File: src/inc/pwrseq_defs.svh
`ifndef PWRSEQ_DEFS_SVH
`define PWRSEQ_DEFS_SVH
`default_nettype none

// adapter clock rate in hertz (250 MHz)
`define CLK_FREQ_HZ 32'h0EE6B280
// power-up watchdog time in seconds (35 s)
`define POWERUP_TIME_S 8'h23
// width of the watchdog counter
`define TIMER_W 34

// register byte offsets
`define REG_CTRL 8'h00
`define REG_STATUS 8'h04
`define REG_ATTN 8'h08
`define REG_MAINT2 8'h0C
`define REG_ECC 8'h10
`define REG_ERR1 8'h14
`define REG_ERR2 8'h18
`define REG_TIMER 8'h1C

// field positions
`define CTRL_SEARCH_BIT 0
`define CTRL_ON_BIT 1
`define CTRL_DCLR_BIT 2
`define ATTN_FLAG_BIT 0
`define MAINT2_CLR_BIT 0
`define ERR1_TMO_BIT 0

// reset values
`define RST_ON_LATCH 1'b1
`define RST_REG16 16'h0000

`default_nettype wire
`endif

File: src/inc/pwrseq_pkg.sv
`default_nettype none
package pwrseq_pkg;

   // power-up sequence states
   typedef enum logic [2:0] {
      ST_IDLE,
      ST_ARM,
      ST_RUN,
      ST_UP,
      ST_FAILED
   } seq_state_t;

   // whole state of the sequencer top
   typedef struct packed {
      seq_state_t state;
      logic grant_out;
      logic busy_oe_n;
      logic busy_drv;
      logic pick;
      logic hold;
      logic grant_relay;
      logic start_relay;
      logic fault;
      logic attention;
      logic enable_search;
      logic on_latch;
      logic dc_ok_prev;
      logic [15:0] maint2;
      logic [15:0] ecc_pattern;
      logic [15:0] err1;
      logic [15:0] err2;
      logic ack;
      logic err;
      logic [31:0] rdata;
   } seq_regs_t;

endpackage
`default_nettype wire

File: src/logic/pin_sync.sv
`timescale 1ns/1ps
`default_nettype none
module pin_sync #(
   parameter int W = 1,
   parameter logic [W-1:0] RST_VAL = '0
) (
   input wire logic clk_i,
   input wire logic rst_i,
   input wire logic [W-1:0] d_i,
   output logic [W-1:0] q_o
);
   typedef struct packed {
      logic [W-1:0] s1;
      logic [W-1:0] s2;
      logic [W-1:0] s3;
      logic [W-1:0] q;
   } sync_regs_t;

   sync_regs_t r_q;
   sync_regs_t r_d;

   if (W < 1) begin : g_bad_w
      $error("pin_sync needs at least one bit");
   end

   // three stages; output follows once stages two and three agree
   always_comb begin
      r_d = r_q;
      r_d.s1 = d_i;
      r_d.s2 = r_q.s1;
      r_d.s3 = r_q.s2;
      r_d.q = (r_q.s2 & r_q.s3) | (r_q.q & (r_q.s2 | r_q.s3));
   end

   always_ff @(posedge clk_i) begin
      if (rst_i) begin
         r_q <= '{s1: RST_VAL, s2: RST_VAL, s3: RST_VAL, q: RST_VAL};
      end else begin
         r_q <= r_d;
      end
   end

   assign q_o = r_q.q;
endmodule
`default_nettype wire

File: src/logic/power_timer.sv
`timescale 1ns/1ps
`default_nettype none
module power_timer #(
   parameter int W = 34,
   parameter logic [63:0] LIMIT = 64'h0000_0002_098A_6780
) (
   input wire logic clk_i,
   input wire logic rst_i,
   input wire logic start_i,
   input wire logic run_i,
   output logic expired_o,
   output logic [W-1:0] count_o
);
   typedef struct packed {
      logic [W-1:0] cnt;
      logic expired;
   } tmr_regs_t;

   localparam logic [W-1:0] LAST = W'(LIMIT - 64'h1);

   tmr_regs_t r_q;
   tmr_regs_t r_d;

   if (W < 1 || W > 63 || LIMIT == 64'h0 || LIMIT > (64'h1 << W)) begin : g_bad_limit
      $error("power_timer limit does not fit its counter");
   end

   // restart on start, count while running, latch expiry
   always_comb begin
      r_d = r_q;
      if (start_i) begin
         r_d.cnt = '0;
         r_d.expired = 1'b0;
      end else if (run_i && !r_q.expired) begin
         if (r_q.cnt == LAST) begin
            r_d.expired = 1'b1;
         end else begin
            r_d.cnt = r_q.cnt + W'(1);
         end
      end
   end

   always_ff @(posedge clk_i) begin
      if (rst_i) begin
         r_q <= '{cnt: '0, expired: 1'b0};
      end else begin
         r_q <= r_d;
      end
   end

   assign expired_o = r_q.expired;
   assign count_o = r_q.cnt;
endmodule
`default_nettype wire

File: src/logic/drive_power_up_chain_and_init.sv
// The implementer's own choices: register access over Wishbone and the address map.
`timescale 1ns/1ps
`include "pwrseq_defs.svh"
`default_nettype none
module drive_power_up_chain_and_init #(
   parameter logic [63:0] POWERUP_CYCLES = 64'(`POWERUP_TIME_S) * 64'(`CLK_FREQ_HZ),
   parameter int TIMER_W = `TIMER_W
) (
   input wire logic clk_i,
   input wire logic rst_i,
   // wishbone slave
   input wire logic wb_cyc_i,
   input wire logic wb_stb_i,
   input wire logic wb_we_i,
   input wire logic [7:0] wb_adr_i,
   input wire logic [3:0] wb_sel_i,
   input wire logic [31:0] wb_dat_i,
   output logic [31:0] wb_dat_o,
   output logic wb_ack_o,
   output logic wb_err_o,
   // power sequence cable
   input wire logic grant_in_n_i,
   output logic grant_out_n_o,
   input wire logic seq_busy_n_i,
   output logic seq_busy_n_o,
   output logic seq_busy_oe_n_o,
   // drive side
   input wire logic start_enable_i,
   input wire logic dc_power_ok_i,
   input wire logic unit_ready_i,
   output logic pick_o,
   output logic hold_o,
   output logic start_relay_o,
   output logic grant_relay_o,
   // bus initialize from the two host ports
   input wire logic bus_init_a_i,
   input wire logic bus_init_b_i
);
   localparam pwrseq_pkg::seq_regs_t RESET_STATE = '{
      state: pwrseq_pkg::ST_IDLE,
      grant_out: 1'b1,
      busy_oe_n: 1'b1,
      busy_drv: 1'b0,
      pick: 1'b1,
      hold: 1'b1,
      grant_relay: 1'b0,
      start_relay: 1'b0,
      fault: 1'b0,
      attention: 1'b0,
      enable_search: 1'b0,
      on_latch: `RST_ON_LATCH,
      dc_ok_prev: 1'b0,
      maint2: `RST_REG16,
      ecc_pattern: `RST_REG16,
      err1: `RST_REG16,
      err2: `RST_REG16,
      ack: 1'b0,
      err: 1'b0,
      rdata: 32'h0000_0000
   };
   // merge the two low byte lanes of a write into a 16-bit register
   function automatic logic [15:0] merge16(input logic [15:0] old,
                                          input logic [31:0] wdat,
                                          input logic [3:0] sel);
      logic [15:0] res;
      res = old;
      if (sel[0]) begin
         res[7:0] = wdat[7:0];
      end
      if (sel[1]) begin
         res[15:8] = wdat[15:8];
      end
      return res;
   endfunction
   // true for every mapped register offset
   function automatic logic reg_hit(input logic [7:0] adr);
      logic hit;
      hit = 1'b0;
      case (adr)
         `REG_CTRL, `REG_STATUS, `REG_ATTN, `REG_MAINT2,
         `REG_ECC, `REG_ERR1, `REG_ERR2, `REG_TIMER: begin
            hit = 1'b1;
         end
         default: begin
            hit = 1'b0;
         end
      endcase
      return hit;
   endfunction
   pwrseq_pkg::seq_regs_t r_q;
   pwrseq_pkg::seq_regs_t r_d;
   logic grant_in_n_s;
   logic seq_busy_n_s;
   logic unit_ready_s;
   logic start_en_s;
   logic dc_ok_s;
   logic init_a_s;
   logic init_b_s;
   logic tmr_expired;
   logic [TIMER_W-1:0] tmr_count;
   logic tmr_start;
   logic tmr_run;
   logic bus_req;
   logic wr;
   logic drive_clear;
   logic adapter_clear;
   logic start_ok;
   logic ev_ready;
   logic ev_timeout;
   // all cable and drive pins come from outside the clock domain
   pin_sync #(
      .W(7),
      .RST_VAL(7'h03)
   ) u_sync (
      .clk_i(clk_i),
      .rst_i(rst_i),
      .d_i({bus_init_b_i, bus_init_a_i, dc_power_ok_i, start_enable_i,
            unit_ready_i, seq_busy_n_i, grant_in_n_i}),
      .q_o({init_b_s, init_a_s, dc_ok_s, start_en_s,
            unit_ready_s, seq_busy_n_s, grant_in_n_s})
   );
   power_timer #(
      .W(TIMER_W),
      .LIMIT(POWERUP_CYCLES)
   ) u_timer (
      .clk_i(clk_i),
      .rst_i(rst_i),
      .start_i(tmr_start),
      .run_i(tmr_run),
      .expired_o(tmr_expired),
      .count_o(tmr_count)
   );
   // next-state logic for bus, clear sequence and power-up sequencer
   always_comb begin
      r_d = r_q;
      r_d.ack = 1'b0;
      r_d.err = 1'b0;
      r_d.busy_drv = 1'b0;
      r_d.dc_ok_prev = dc_ok_s;
      bus_req = wb_cyc_i && wb_stb_i && !r_q.ack && !r_q.err;
      wr = bus_req && wb_we_i && reg_hit(wb_adr_i);
      drive_clear = wr && wb_adr_i == `REG_CTRL && wb_sel_i[0] && wb_dat_i[`CTRL_DCLR_BIT];
      // bus initialize from either port, power good edge and drive clear
      adapter_clear = init_a_s || init_b_s || (dc_ok_s && !r_q.dc_ok_prev) || drive_clear;
      start_ok = start_en_s && dc_ok_s && !grant_in_n_s && !r_q.fault;
      ev_ready = r_q.state == pwrseq_pkg::ST_RUN && unit_ready_s;
      ev_timeout = r_q.state == pwrseq_pkg::ST_RUN && tmr_expired && !unit_ready_s;
      tmr_start = 1'b0;
      tmr_run = r_q.state == pwrseq_pkg::ST_RUN && !unit_ready_s;
      // single-cycle answer, error for unmapped offsets
      if (bus_req) begin
         r_d.ack = reg_hit(wb_adr_i);
         r_d.err = !reg_hit(wb_adr_i);
         r_d.rdata = 32'h0000_0000;
         case (wb_adr_i)
            `REG_CTRL: begin
               r_d.rdata[`CTRL_SEARCH_BIT] = r_q.enable_search;
               r_d.rdata[`CTRL_ON_BIT] = r_q.on_latch;
            end
            `REG_STATUS: begin
               r_d.rdata[9:0] = {dc_ok_s, start_en_s, unit_ready_s, !grant_in_n_s,
                                 !seq_busy_n_s, r_q.start_relay, r_q.grant_relay,
                                 r_q.fault, r_q.state == pwrseq_pkg::ST_RUN,
                                 r_q.state == pwrseq_pkg::ST_UP};
            end
            `REG_ATTN: begin
               r_d.rdata[`ATTN_FLAG_BIT] = r_q.attention;
            end
            `REG_MAINT2: begin
               r_d.rdata[15:0] = r_q.maint2;
            end
            `REG_ECC: begin
               r_d.rdata[15:0] = r_q.ecc_pattern;
            end
            `REG_ERR1: begin
               r_d.rdata[15:0] = r_q.err1;
            end
            `REG_ERR2: begin
               r_d.rdata[15:0] = r_q.err2;
            end
            `REG_TIMER: begin
               r_d.rdata = 32'(tmr_count); // count bits above 31 are cut off
            end
            default: begin
               r_d.rdata = 32'h0000_0000;
            end
         endcase
      end
      // software writes
      if (wr) begin
         case (wb_adr_i)
            `REG_CTRL: begin
               if (wb_sel_i[0]) begin
                  r_d.enable_search = wb_dat_i[`CTRL_SEARCH_BIT];
                  r_d.on_latch = wb_dat_i[`CTRL_ON_BIT];
               end
            end
            `REG_ATTN: begin
               if (wb_sel_i[0] && wb_dat_i[`ATTN_FLAG_BIT]) begin
                  r_d.attention = 1'b0;
               end
            end
            `REG_MAINT2: begin
               r_d.maint2 = merge16(r_q.maint2, wb_dat_i, wb_sel_i);
            end
            `REG_ECC: begin
               r_d.ecc_pattern = merge16(r_q.ecc_pattern, wb_dat_i, wb_sel_i);
            end
            `REG_ERR1: begin
               r_d.err1 = r_q.err1 & ~merge16(16'h0000, wb_dat_i, wb_sel_i); // write one to clear
            end
            `REG_ERR2: begin
               r_d.err2 = merge16(r_q.err2, wb_dat_i, wb_sel_i);
            end
            default: begin
               r_d.err2 = r_d.err2;
            end
         endcase
      end

      // adapter clear actions
      if (adapter_clear) begin
         r_d.attention = 1'b0;
         // search, on latch, maint bit, ecc, both error registers; fault only with start enable off or unit ready
         r_d.enable_search = 1'b0;
         r_d.on_latch = 1'b1;
         r_d.maint2[`MAINT2_CLR_BIT] = 1'b0;
         r_d.ecc_pattern = 16'h0000;
         r_d.err1 = 16'h0000;
         r_d.err2 = 16'h0000;
         if (!start_en_s || unit_ready_s) begin
            r_d.fault = 1'b0;
         end
      end

      // power-up sequencer; hardware events land after clears
      case (r_q.state)
         pwrseq_pkg::ST_IDLE: begin
            r_d.grant_out = grant_in_n_s;
            r_d.grant_relay = 1'b0;
            if (start_ok) begin
               r_d.state = pwrseq_pkg::ST_ARM;
               r_d.grant_relay = 1'b1;
               r_d.grant_out = 1'b1;
            end
         end
         pwrseq_pkg::ST_ARM: begin
            if (!start_ok) begin
               r_d.state = pwrseq_pkg::ST_IDLE;
               r_d.grant_relay = 1'b0;
               r_d.grant_out = grant_in_n_s;
            end else if (seq_busy_n_s) begin
               r_d.state = pwrseq_pkg::ST_RUN;
               r_d.pick = 1'b0;
               r_d.hold = 1'b0;
               r_d.start_relay = 1'b1;
               tmr_start = 1'b1;
               r_d.busy_oe_n = 1'b0;
            end
         end
         pwrseq_pkg::ST_RUN: begin
            if (ev_ready || ev_timeout) begin
               r_d.grant_out = 1'b0;
               r_d.grant_relay = 1'b0;
               r_d.busy_oe_n = 1'b1;
               r_d.attention = 1'b1;
               r_d.state = ev_ready ? pwrseq_pkg::ST_UP : pwrseq_pkg::ST_FAILED;
               if (ev_timeout) begin
                  r_d.fault = 1'b1;
                  r_d.err1[`ERR1_TMO_BIT] = 1'b1;
                  r_d.pick = 1'b1;
                  r_d.hold = 1'b1;
                  r_d.start_relay = 1'b0;
               end
            end else if (!start_en_s) begin
               r_d.state = pwrseq_pkg::ST_IDLE;
               r_d.pick = 1'b1;
               r_d.hold = 1'b1;
               r_d.start_relay = 1'b0;
               r_d.busy_oe_n = 1'b1;
               r_d.grant_relay = 1'b0;
               r_d.grant_out = grant_in_n_s;
            end
         end
         pwrseq_pkg::ST_UP: begin
            r_d.grant_out = 1'b0;
            if (!start_en_s) begin
               r_d.state = pwrseq_pkg::ST_IDLE;
               r_d.pick = 1'b1;
               r_d.hold = 1'b1;
               r_d.start_relay = 1'b0;
               r_d.grant_out = grant_in_n_s;
            end
         end
         pwrseq_pkg::ST_FAILED: begin
            r_d.grant_out = 1'b0;
            if (!r_d.fault) begin
               r_d.state = pwrseq_pkg::ST_IDLE;
            end
         end
         default: begin
            r_d = RESET_STATE;
         end
      endcase
   end

   always_ff @(posedge clk_i) begin
      if (rst_i) begin
         r_q <= RESET_STATE;
      end else begin
         r_q <= r_d;
      end
   end

   // every output straight from the state register
   assign wb_dat_o = r_q.rdata;
   assign wb_ack_o = r_q.ack;
   assign wb_err_o = r_q.err;
   assign grant_out_n_o = r_q.grant_out;
   assign seq_busy_n_o = r_q.busy_drv;
   assign seq_busy_oe_n_o = r_q.busy_oe_n;
   assign pick_o = r_q.pick;
   assign hold_o = r_q.hold;
   assign start_relay_o = r_q.start_relay;
   assign grant_relay_o = r_q.grant_relay;
endmodule
`default_nettype wire

File: config.mk
export PLATFORM = sky130hd
export DESIGN_NAME = drive_power_up_chain_and_init
export DESIGN_NICKNAME = d
export VERILOG_FILES = /design/src/inc/pwrseq_pkg.sv /design/src/logic/pin_sync.sv /design/src/logic/power_timer.sv /design/src/logic/drive_power_up_chain_and_init.sv
export VERILOG_INCLUDE_DIRS = /design/src /design/src/inc
export SDC_FILE = /design/constraint.sdc
export NUM_CORES = 1
export LEC_CHECK = 0
export BUFFER_PORTS_ARGS = -buffer_cell sky130_fd_sc_hd__buf_2
export CAP_MARGIN = 20
export CORE_UTILIZATION = 30
export CTS_CLUSTER_DIAMETER = 120
export CTS_CLUSTER_SIZE = 10
export DETAILED_ROUTE_END_ITERATION = 16
export SYNTH_ARGS = -nofsm -noshare
export SYNTH_HDL_FRONTEND = slang
export SYNTH_SLANG_ARGS = --single-unit
File: constraint.sdc
create_clock -name clk_i -period 5.7 [get_ports clk_i]
set_clock_uncertainty 0.05 [all_clocks]
set_input_delay 1.71 -clock clk_i [delete_from_list [all_inputs] [get_ports clk_i]]
set_output_delay 1.71 -clock clk_i [all_outputs]
set_load 0.05 [all_outputs]
==> metrics.cfg, run 1 <==
[layout]
antennaDiodeCount = 0
syn_to_final_growth_pct = 13.2
final_cell_area_sq_um = 8690
ff_latch_area_sq_um = 3480
fin_util_pct = 34.6
final_net_count = 991
drive_gt1_share_pct = 16.2
fillers = 2682
multi_input_area_sq_um = 3690

[clock_network]
clock_sink_count = 174
htree_num_levels = 4
clockBufferDepth = 2
cts_made_buffers = 17
cts_setup_buffers = 0
cts_tree = yes
cts_resized = 0
clock-root-buffer = clkbuf_16
hold_buffers = 0
clk_pin_slew_ns = 0.07
clk_latency_ns = 0.43

[yosys]
synth_cell_type_count = 62
ys_seq_elements = 174
synth_edf_count = 0
syn-num-nets = 975
synthArstFlopShare_pct = 0
yosysSeqAreaShare_pct = 45.4
synthFlopType = dfxtp_1
syn_inst = 918
synth_top_area_cell = dfxtp_1
synth_top_area_share_pct = 45.4
syn_area_per_cell_sq_um = 8.36
synthMostInstantiatedCell = dfxtp_1
ys_warn_count = 0
syn-cell-area_sq_um = 7680
synthTopCellsByArea = dfxtp_1 45%, a21oi_1 6.3%, nand2_1 6.3%, mux2i_1 3.5%, buf_4 3.4%
yosys-top-cells-count = 174 x dfxtp_1, 128 x nand2_1, 96 x a21oi_1

[detailed_routing]
postRouteAntennaNets = 0
drt-total-wl_mm = 20.6
viasPerCell = 5.16
wire_per_inst_um = 16.1
dr.pass1.iters = 11
drc = 1
drtIter0Drc = 567
vias = 6589

[floorplan]
fp-row-count = 58
dieWidth_um = 162
die_area_sq_um = 26200
die_h_um = 162
ioPinCount = 97
initial_core_util_pct = 30.6
core_area_sq_um = 25100

[timing]
finalSetupTns_ns = 0
timing.fmax_mhz = 242
period_minus_slack_ns = 4.14
timing.hold.ws_ns = 0.358
tightest_slew_ns = 0.980
final_max_slew_viol_count = 0
hold_viol_final = 0
rsz0062_at_grt = false
timing.final.crit_share_pct = 72.6
slew_headroom_pct = 34.7
setup_viol = 0

[global_routing]
grt_usage_pct = 16.1
antenna_found_initial = 0
grt_max_degree = 49
grt_pass1_wl_mm = 33.0
grt.overflow.total = 0
grt_pass1_vias = 6073

[min_path]
worst_hold_startpoint = u_sync.r_d[15]
hold_path_class = reg -> reg
hold_path_end = u_sync.r_d[8]
holdPathStages = 1

[placed_design]
port_buffers = 77
hpwl_mm = 14.5
routabilityCongestion = 0.874
placed_area_sq_um = 8100

[worst_setup_path]
crit_type = in -> reg
regToRegStartpoint = r_q[111]
cpPeakStageDelay_ns = 0.68
crit-reg2reg-capture = u_timer.count_o[24]
r2r_cells = 5
cp_max_fo = 17
end_kind = flip-flop
required_ns = 6.01
worst_setup_path_start_kind = input pin
worst-r2r-setup-slack_ns = 2.84
critPathArrivalTime_ns = 4.44
cp_slowest_cell = nor2_1
crit_chain = buf_2 -> nor4b_1 -> nand2b_1 -> nor2_1 -> buf_4 -> nand3_1 -> a21oi_1

[power_and_ir_drop]
power_density_nw_per_um2 = 292
p_leak_uw = 0.00303
peakVddDrop_mv = 0.144

[status]
outcome = finished, violations left
violations = DRC

[job]
drv_cap = 0

-- worst max-delay path by stage --
stage	from	endpoint	slack, ns	cells after the start
detailed placement	wb_adr_i[4]	wb_dat_o[18]	1.22	7
global placement	wb_adr_i[4]	wb_dat_o[24]	1.28	7
floorplan	wb_adr_i[5]	r_q[51]	1.97	6
global route	wb_adr_i[5]	r_q[69]	1.46	7
finish	wb_adr_i[4]	wb_dat_o[23]	1.56	7
CTS	wb_adr_i[4]	wb_dat_o[16]	1.59	7
-- worst max-delay path, delay by kind of cell --
kind	cells	cell delay [ns]
compound gates	1	0.16
simple gates	4	1.99
buf+inv	2	0.57
-- cells in the final DEF (no fill, tap or decap), types with 4 or more instances in the layout --
| master | Yosys | routed |
|---|---|---|
| nor4_1 | 13 | 11 |
| nor2b_1 | 19 | 19 |
| a2bb2oi_1 | 5 | 5 |
| nor2_1 | 63 | 63 |
| o31ai_1 | 11 | 11 |
| clkbuf_16 | 0 | 17 |
| a31oi_1 | 17 | 17 |
| nand4_1 | 7 | 7 |
| or3_1 | 14 | 14 |
| nand3_1 | 50 | 50 |
| buf_4 | 35 | 12 |
| or4_1 | 10 | 10 |
| inv_1 | 11 | 11 |
| o21ai_0 | 43 | 43 |
| dfxtp_1 | 174 | 174 |
| or2_2 | 11 | 11 |
| and3_1 | 20 | 20 |
| a21oi_1 | 96 | 96 |
| nor4_2 | 2 | 4 |
| mux2_2 | 8 | 8 |
| mux2i_1 | 27 | 27 |
| nor3_1 | 8 | 7 |
| and4_1 | 5 | 5 |
| xnor2_1 | 11 | 11 |
| a22oi_1 | 19 | 19 |
| nand2_1 | 128 | 128 |
| o211ai_1 | 4 | 4 |
| buf_2 | 0 | 77 |
-- kinds of logic after synthesis --
logic type / after synthesis / share of synthesized area [%]
other: 1 / 0.0488
adders and majority gates: 1 / 0.163
and+or+nand+nor: 375 / 24.7
DFF: 174 / 45.4
xor gates and xnor gates: 12 / 1.37
AOI/OAI and AO/OA: 217 / 16.8
buffers and inverters: 103 / 6.84
muxes: 35 / 4.69
-- sequential cells by signal, indices dropped and copies added, names as in the netlist --
register           cells
u_sync.r_q             7
wb_err_o               1
grant_out_n_o          1
grant_relay_o          1
seq_busy_oe_n_o        1
pick_o                 1
wb_dat_o              32
r_q                   72
u_timer.expired_o      1
wb_ack_o               1
start_relay_o          1
u_timer.count_o       34
u_sync.r_d            14
u_sync.q_o             7
-- metal layers --
metal	global-route usage, %	share of wire [%]	vias up
met5	0	0	-
met4	6.39	2.5	0
met3	3.19	4.7	29
met2	24.8	45	202
met1	21.9	48	3083
li1	-	-	3275
-- power by group --
part / leakage [uW] / internal, uW / switching, uW
logic: 0.00135 / 31.9 / 92.6
clock network: 0.000281 / 654 / 520
registers: 0.00141 / 1230 / 8.07
total: 0.00303 / 1910 / 621
-- cell type report --
class                           count  area share, %
Clock buffer                       18           4.94
Clock inverter                     14           1.83
Multi-Input combinational cell    641           42.5
Timing Repair Buffer               89           5.47
Inverter                           11          0.475
Sequential cell                   174           40.1
Tap cell                          330           4.75
-- stage by stage --
step	power, uW	std cells	setup WS, ns
after floorplan	1350	918	1.97
after global placement	1390	1244	1.28
after detailed placement	1390	1245	1.22
after CTS	2560	1277	1.59
after global routing	2630	1277	1.46
final	2540	1277	1.56
Note: power is estimated with default switching activity, not from simulation.
==> inputs of run 2 (changes only) <==
--- a/config.mk
+++ b/config.mk
@@ -6,6 +6,7 @@
 export SDC_FILE = /design/constraint.sdc
 export NUM_CORES = 1
 export LEC_CHECK = 0
+export ABC_AREA = 1
 export BUFFER_PORTS_ARGS = -buffer_cell sky130_fd_sc_hd__buf_2
 export CAP_MARGIN = 20
 export CORE_UTILIZATION = 30
==> constraint.sdc (replaced) <==
create_clock -name clk_i -period 4.2 [get_ports clk_i]
set_clock_uncertainty 0.05 [all_clocks]
set_input_delay 1.26 -clock clk_i [delete_from_list [all_inputs] [get_ports clk_i]]
set_output_delay 1.26 -clock clk_i [all_outputs]
set_load 0.05 [all_outputs]
==> metrics.cfg, run 2 <==
[worst_setup_path]
cp_max_fo = 7
cpPeakStageDelay_ns = 0.54
required_ns = 4.47
worst_setup_path_start_kind = input pin
worst-r2r-setup-slack_ns = 1.67
cp_slowest_cell = nor3_2
crit_chain = buf_2 -> nor2_1 -> nand3_1 -> nor2_1 -> nand2_1 -> nor3_2 -> nand2_1 -> nand2_1 -> nor2_1
end_kind = flip-flop
critPathArrivalTime_ns = 3.35
crit_type = in -> reg

[global_routing]
grt_pass1_wl_mm = 35.3
grt_max_degree = 58
antenna_found_initial = 0
grt_usage_pct = 15.9
grt.overflow.total = 0
grt_pass1_vias = 6701

[yosys]
synth_edf_count = 0
ys_seq_elements = 174
syn_area_per_cell_sq_um = 7.30
yosys-top-cells-count = 277 x nand2_1, 174 x dfxtp_1, 105 x a21oi_1
synthArstFlopShare_pct = 0
synth_top_area_cell = dfxtp_1
syn-num-nets = 1186
synthMostInstantiatedCell = nand2_1
synthTopCellsByArea = dfxtp_1 42%, nand2_1 13%, a21oi_1 6.4%, inv_1 4.7%, nor2_1 4.6%
ys_warn_count = 0
yosysSeqAreaShare_pct = 42.3
syn-cell-area_sq_um = 8240
synth_cell_type_count = 40
synth_top_area_share_pct = 42.3
syn_inst = 1129
synthFlopType = dfxtp_1

[detailed_routing]
viasPerCell = 4.76
drt-total-wl_mm = 21.9
wire_per_inst_um = 14.4
drc = 0
met3_length_um = 869
dr.pass1.iters = 5
postRouteAntennaNets = 0
wl_met1_mm = 10.3
topRoutingLayerUsed = met4
dr_wl_met2_mm = 10.2
vias = 7208
drtIter0Drc = 544

[floorplan]
initial_core_util_pct = 30.6
die_area_sq_um = 28100
die_h_um = 168
core_area_sq_um = 27000
fp-row-count = 60
dieWidth_um = 168
ioPinCount = 97

[timing]
hold_viol_final = 0
timing.fmax_mhz = 324
period_minus_slack_ns = 3.09
timing.final.crit_share_pct = 73.5
tightest_slew_ns = 0.881
slew_headroom_pct = 41.2
timing.hold.ws_ns = 0.352
final_max_slew_viol_count = 0
finalSetupTns_ns = 0
setup_viol = 0
rsz0062_at_grt = false

[clock_network]
clk_pin_slew_ns = 0.07
hold_buffers = 0
cts_resized = 0
cts_tree = yes
clock-root-buffer = clkbuf_16
htree_num_levels = 4
clk_latency_ns = 0.43
cts_setup_buffers = 0
clockBufferDepth = 2
clock_sink_count = 174
cts_made_buffers = 17

[placed_design]
placed_area_sq_um = 8650
routabilityCongestion = 0.870
port_buffers = 77
hpwl_mm = 15.8

[power_and_ir_drop]
power_density_nw_per_um2 = 418
p_leak_uw = 0.00338
peakVddDrop_mv = 0.188

[layout]
syn_to_final_growth_pct = 11.8
largest_register_ffs = 72
drive_gt1_share_pct = 15.9
top_register = r_q
fillers = 2858
mostFrequentLayoutCell = nand2_1
layout_common_cells = 277 x nand2_1, 174 x dfxtp_1, 105 x a21oi_1
final_net_count = 1218
antennaDiodeCount = 0
final_cell_area_sq_um = 9220

[min_path]
hold_path_class = reg -> reg

[job]
drv_cap = 0

[status]
outcome = finished clean

run 2: cell types whose count changed after synthesis, sizes merged, moves of 20 or more:
| cell | previous run | this run |
|---|---|---|
| inv | 11 | 108 |
| a21oi | 96 | 137 |
| clkbuf | 47 | 13 |
| and3 | 20 | 0 |
| mux2i | 27 | 0 |
| buf | 45 | 67 |
| nor2 | 63 | 109 |
| nand2 | 128 | 280 |
| xor2 | 1 | 23 |
run 2: per-layer routing:
metal,up-vias,global-route usage (%)
met5,-,0
met4,0,5.74
met3,24,3.05
met2,157,25.7
met1,3330,21.0
li1,3697,-
run 2: where the power goes:
| part | switching (uW) | internal (uW) |
|---|---|---|
| registers | 39.8 | 1700 |
| clock network | 708 | 827 |
| logic | 439 | 139 |
| total | 1190 | 2670 |
run 2: area by class of cell:
class	instances	area, sq um	area share (%)
multi-input cells	765	3820	41.5
clock inverters	13	134	1.45
inverters	110	415	4.51
clock buffers	18	429	4.66
repair buffers	93	505	5.49
flip-flops and latches	174	3480	37.8
well taps	341	427	4.63
run 2: final timing paths:
check / start / end / depth (start not counted)
max: wb_adr_i[1] / r_q[52] / 9
min reg2reg: u_sync.r_d[16] / u_sync.r_d[9] / 2
min: u_sync.r_d[16] / u_sync.r_d[9] / 2
max reg2reg: u_timer.count_o[0] / u_timer.count_o[10] / 10
run 2: worst max-delay path, delay by kind of cell:
kind | cells | cell delay [ns]
AND/OR/NAND/NOR | 8 | 2.00
buffers and inverters | 1 | 0.10
run 2: metrics by stage:
stage / utilization (%) / total power [uW] / setup slack [ns] / cells
after floorplan: - / 2290 / 1.66 / 1129
after global placement: 32.1 / 2360 / 0.656 / 1483
after detailed placement: 32.1 / 2360 / 0.633 / 1483
after CTS: 34.2 / 3900 / 1.09 / 1514
after global routing: 34.2 / 4030 / 1.07 / 1514
final: 34.2 / 3860 / 1.11 / 1514
run 2: cells by family after synthesis:
family	synth area share [%]
compound gates	16.5
other cells	0.0455
flops	42.3
xor+xnor	3.40
fa+ha+maj	0.152
buf+inv	11.4
simple gates	26.2
==> inputs of run 3 (changes only) <==
==> constraint.sdc (replaced) <==
create_clock -name clk_i -period 3 [get_ports clk_i]
set_clock_uncertainty 0.05 [all_clocks]
set_input_delay 0.9 -clock clk_i [delete_from_list [all_inputs] [get_ports clk_i]]
set_output_delay 0.9 -clock clk_i [all_outputs]
set_load 0.05 [all_outputs]
==> metrics.cfg, run 3 (synthesis gave the netlist of run 2 again) <==
[detailed_routing]
drtIter0Drc = 524
postRouteAntennaNets = 0
vias = 7388
drc = 0
dr.pass1.iters = 4
wire_per_inst_um = 14.5
viasPerCell = 4.82
drt-total-wl_mm = 22.2

[clock_network]
clockBufferDepth = 2
hold_buffers = 0
cts_tree = yes
clock-root-buffer = clkbuf_16
htree_num_levels = 4
clock_sink_count = 174
cts_made_buffers = 17
cts_setup_buffers = 0
clk_pin_slew_ns = 0.07
clk_latency_ns = 0.43
cts_resized = 0

[timing]
setup_viol = 0
fin_ws_ns = 0.538
slew_headroom_pct = 60.6
rsz0062_at_grt = false
timing.hold.ws_ns = 0.352
hold_viol_final = 0
timing.final.crit_share_pct = 82.1
finalSetupTns_ns = 0
timing.fmax_mhz = 406
tightest_slew_ns = 0.591
period_minus_slack_ns = 2.46
final_max_slew_viol_count = 0

[job]
drv_cap = 0

[layout]
top_register = r_q
layout_common_cells = 277 x nand2_1, 174 x dfxtp_1, 105 x a21oi_1
syn_to_final_growth_pct = 14.7
antennaDiodeCount = 0
largest_register_ffs = 72
final_net_count = 1235
drive_gt1_share_pct = 17.1
mostFrequentLayoutCell = nand2_1

[floorplan]
die_area_sq_um = 28100
core_area_sq_um = 27000
dieWidth_um = 168
fp-row-count = 60
initial_core_util_pct = 30.6
die_h_um = 168
ioPinCount = 97

[global_routing]
grt_usage_pct = 16.3
grt_pass1_vias = 6782
antenna_found_initial = 0
grt_pass1_wl_mm = 36.2
grt.overflow.total = 0
grt_max_degree = 43

[worst_setup_path]
end_kind = flip-flop
crit_type = reg -> reg
cp_max_fo = 20
regToRegStartpoint = u_timer.count_o[0]
r2r_cells = 10
required_ns = 3.30
crit_path_start = u_timer.count_o[0]
worst_setup_path_start_kind = flip-flop
critPathArrivalTime_ns = 2.77

[placed_design]
routabilityCongestion = 0.906
place_ws_ns = 0.423
port_buffers = 77
hpwl_mm = 16.2

[power_and_ir_drop]
power_density_nw_per_um2 = 587
p_leak_uw = 0.00352
peakVddDrop_mv = 0.273

[min_path]
hold_path_class = reg -> reg
worst_hold_startpoint = u_sync.r_d[20]
holdPathStages = 2

[status]
outcome = finished clean

==> run 3: cell count changes in the layout (fill, tap and decap cells not counted) <==
| cell | previous run | this run |
|---|---|---|
| bufinv_16 | 1 | 2 |
| clkbuf_1 | 1 | 2 |
| clkinv_2 | 2 | 1 |
| clkinvlp_4 | 3 | 1 |
| buf_12 | 0 | 6 |
| inv_6 | 3 | 4 |
| buf_4 | 16 | 27 |
| clkbuf_8 | 0 | 1 |
==> run 3: cell type report <==
cell class	instances	area (sq um)
clock buffers	20	447
clock inverters	12	153
fillers	2867	17500
inverters	110	415
multi-input cells	765	3820
flip-flops and latches	174	3480
well taps	341	427
repair buffers	110	708
==> run 3: final timing paths <==
check                                           end  slack [ns]
worst min register to register       u_sync.r_d[13]        0.35
worst min-delay path                 u_sync.r_d[13]        0.35
worst max register to register  u_timer.count_o[17]        0.54
worst max-delay path            u_timer.count_o[17]        0.54
==> run 3: where the power goes <==
part | switching, uW | internal [uW]
Combinational | 619 | 214
Clock | 1000 | 1270
Sequential | 55.7 | 2380
==> run 3: per-layer routing <==
layer  part of all wire (%)  GRT usage, %
met5                      0             0
met4                    1.7          4.63
met3                    4.1          3.21
met2                     47          25.9
met1                     47          22.2
==> run 3: metrics by stage <==
stage	utilization [%]	total power, uW	area [sq um]	cells
after floorplan	-	3210	8240	1129
after global placement	32.9	3320	8850	1500
after detailed placement	32.9	3330	8850	1500
after CTS	35.1	5600	9450	1532
after global routing	35.1	5790	9450	1532
final	35.1	5550	9450	1532
==> run 3: worst max-delay path, stage by stage, from the launching register on <==
cell,delay (ns)
dfxtp_1,0.45
ha_1,0.31
nand3_4,0.15
nor2_4,0.16
nand4_1,0.13
nor2_1,0.26
nand2_1,0.14
nand2_4,0.23
buf_4,0.26
nand2_1,0.09
a21oi_2,0.14
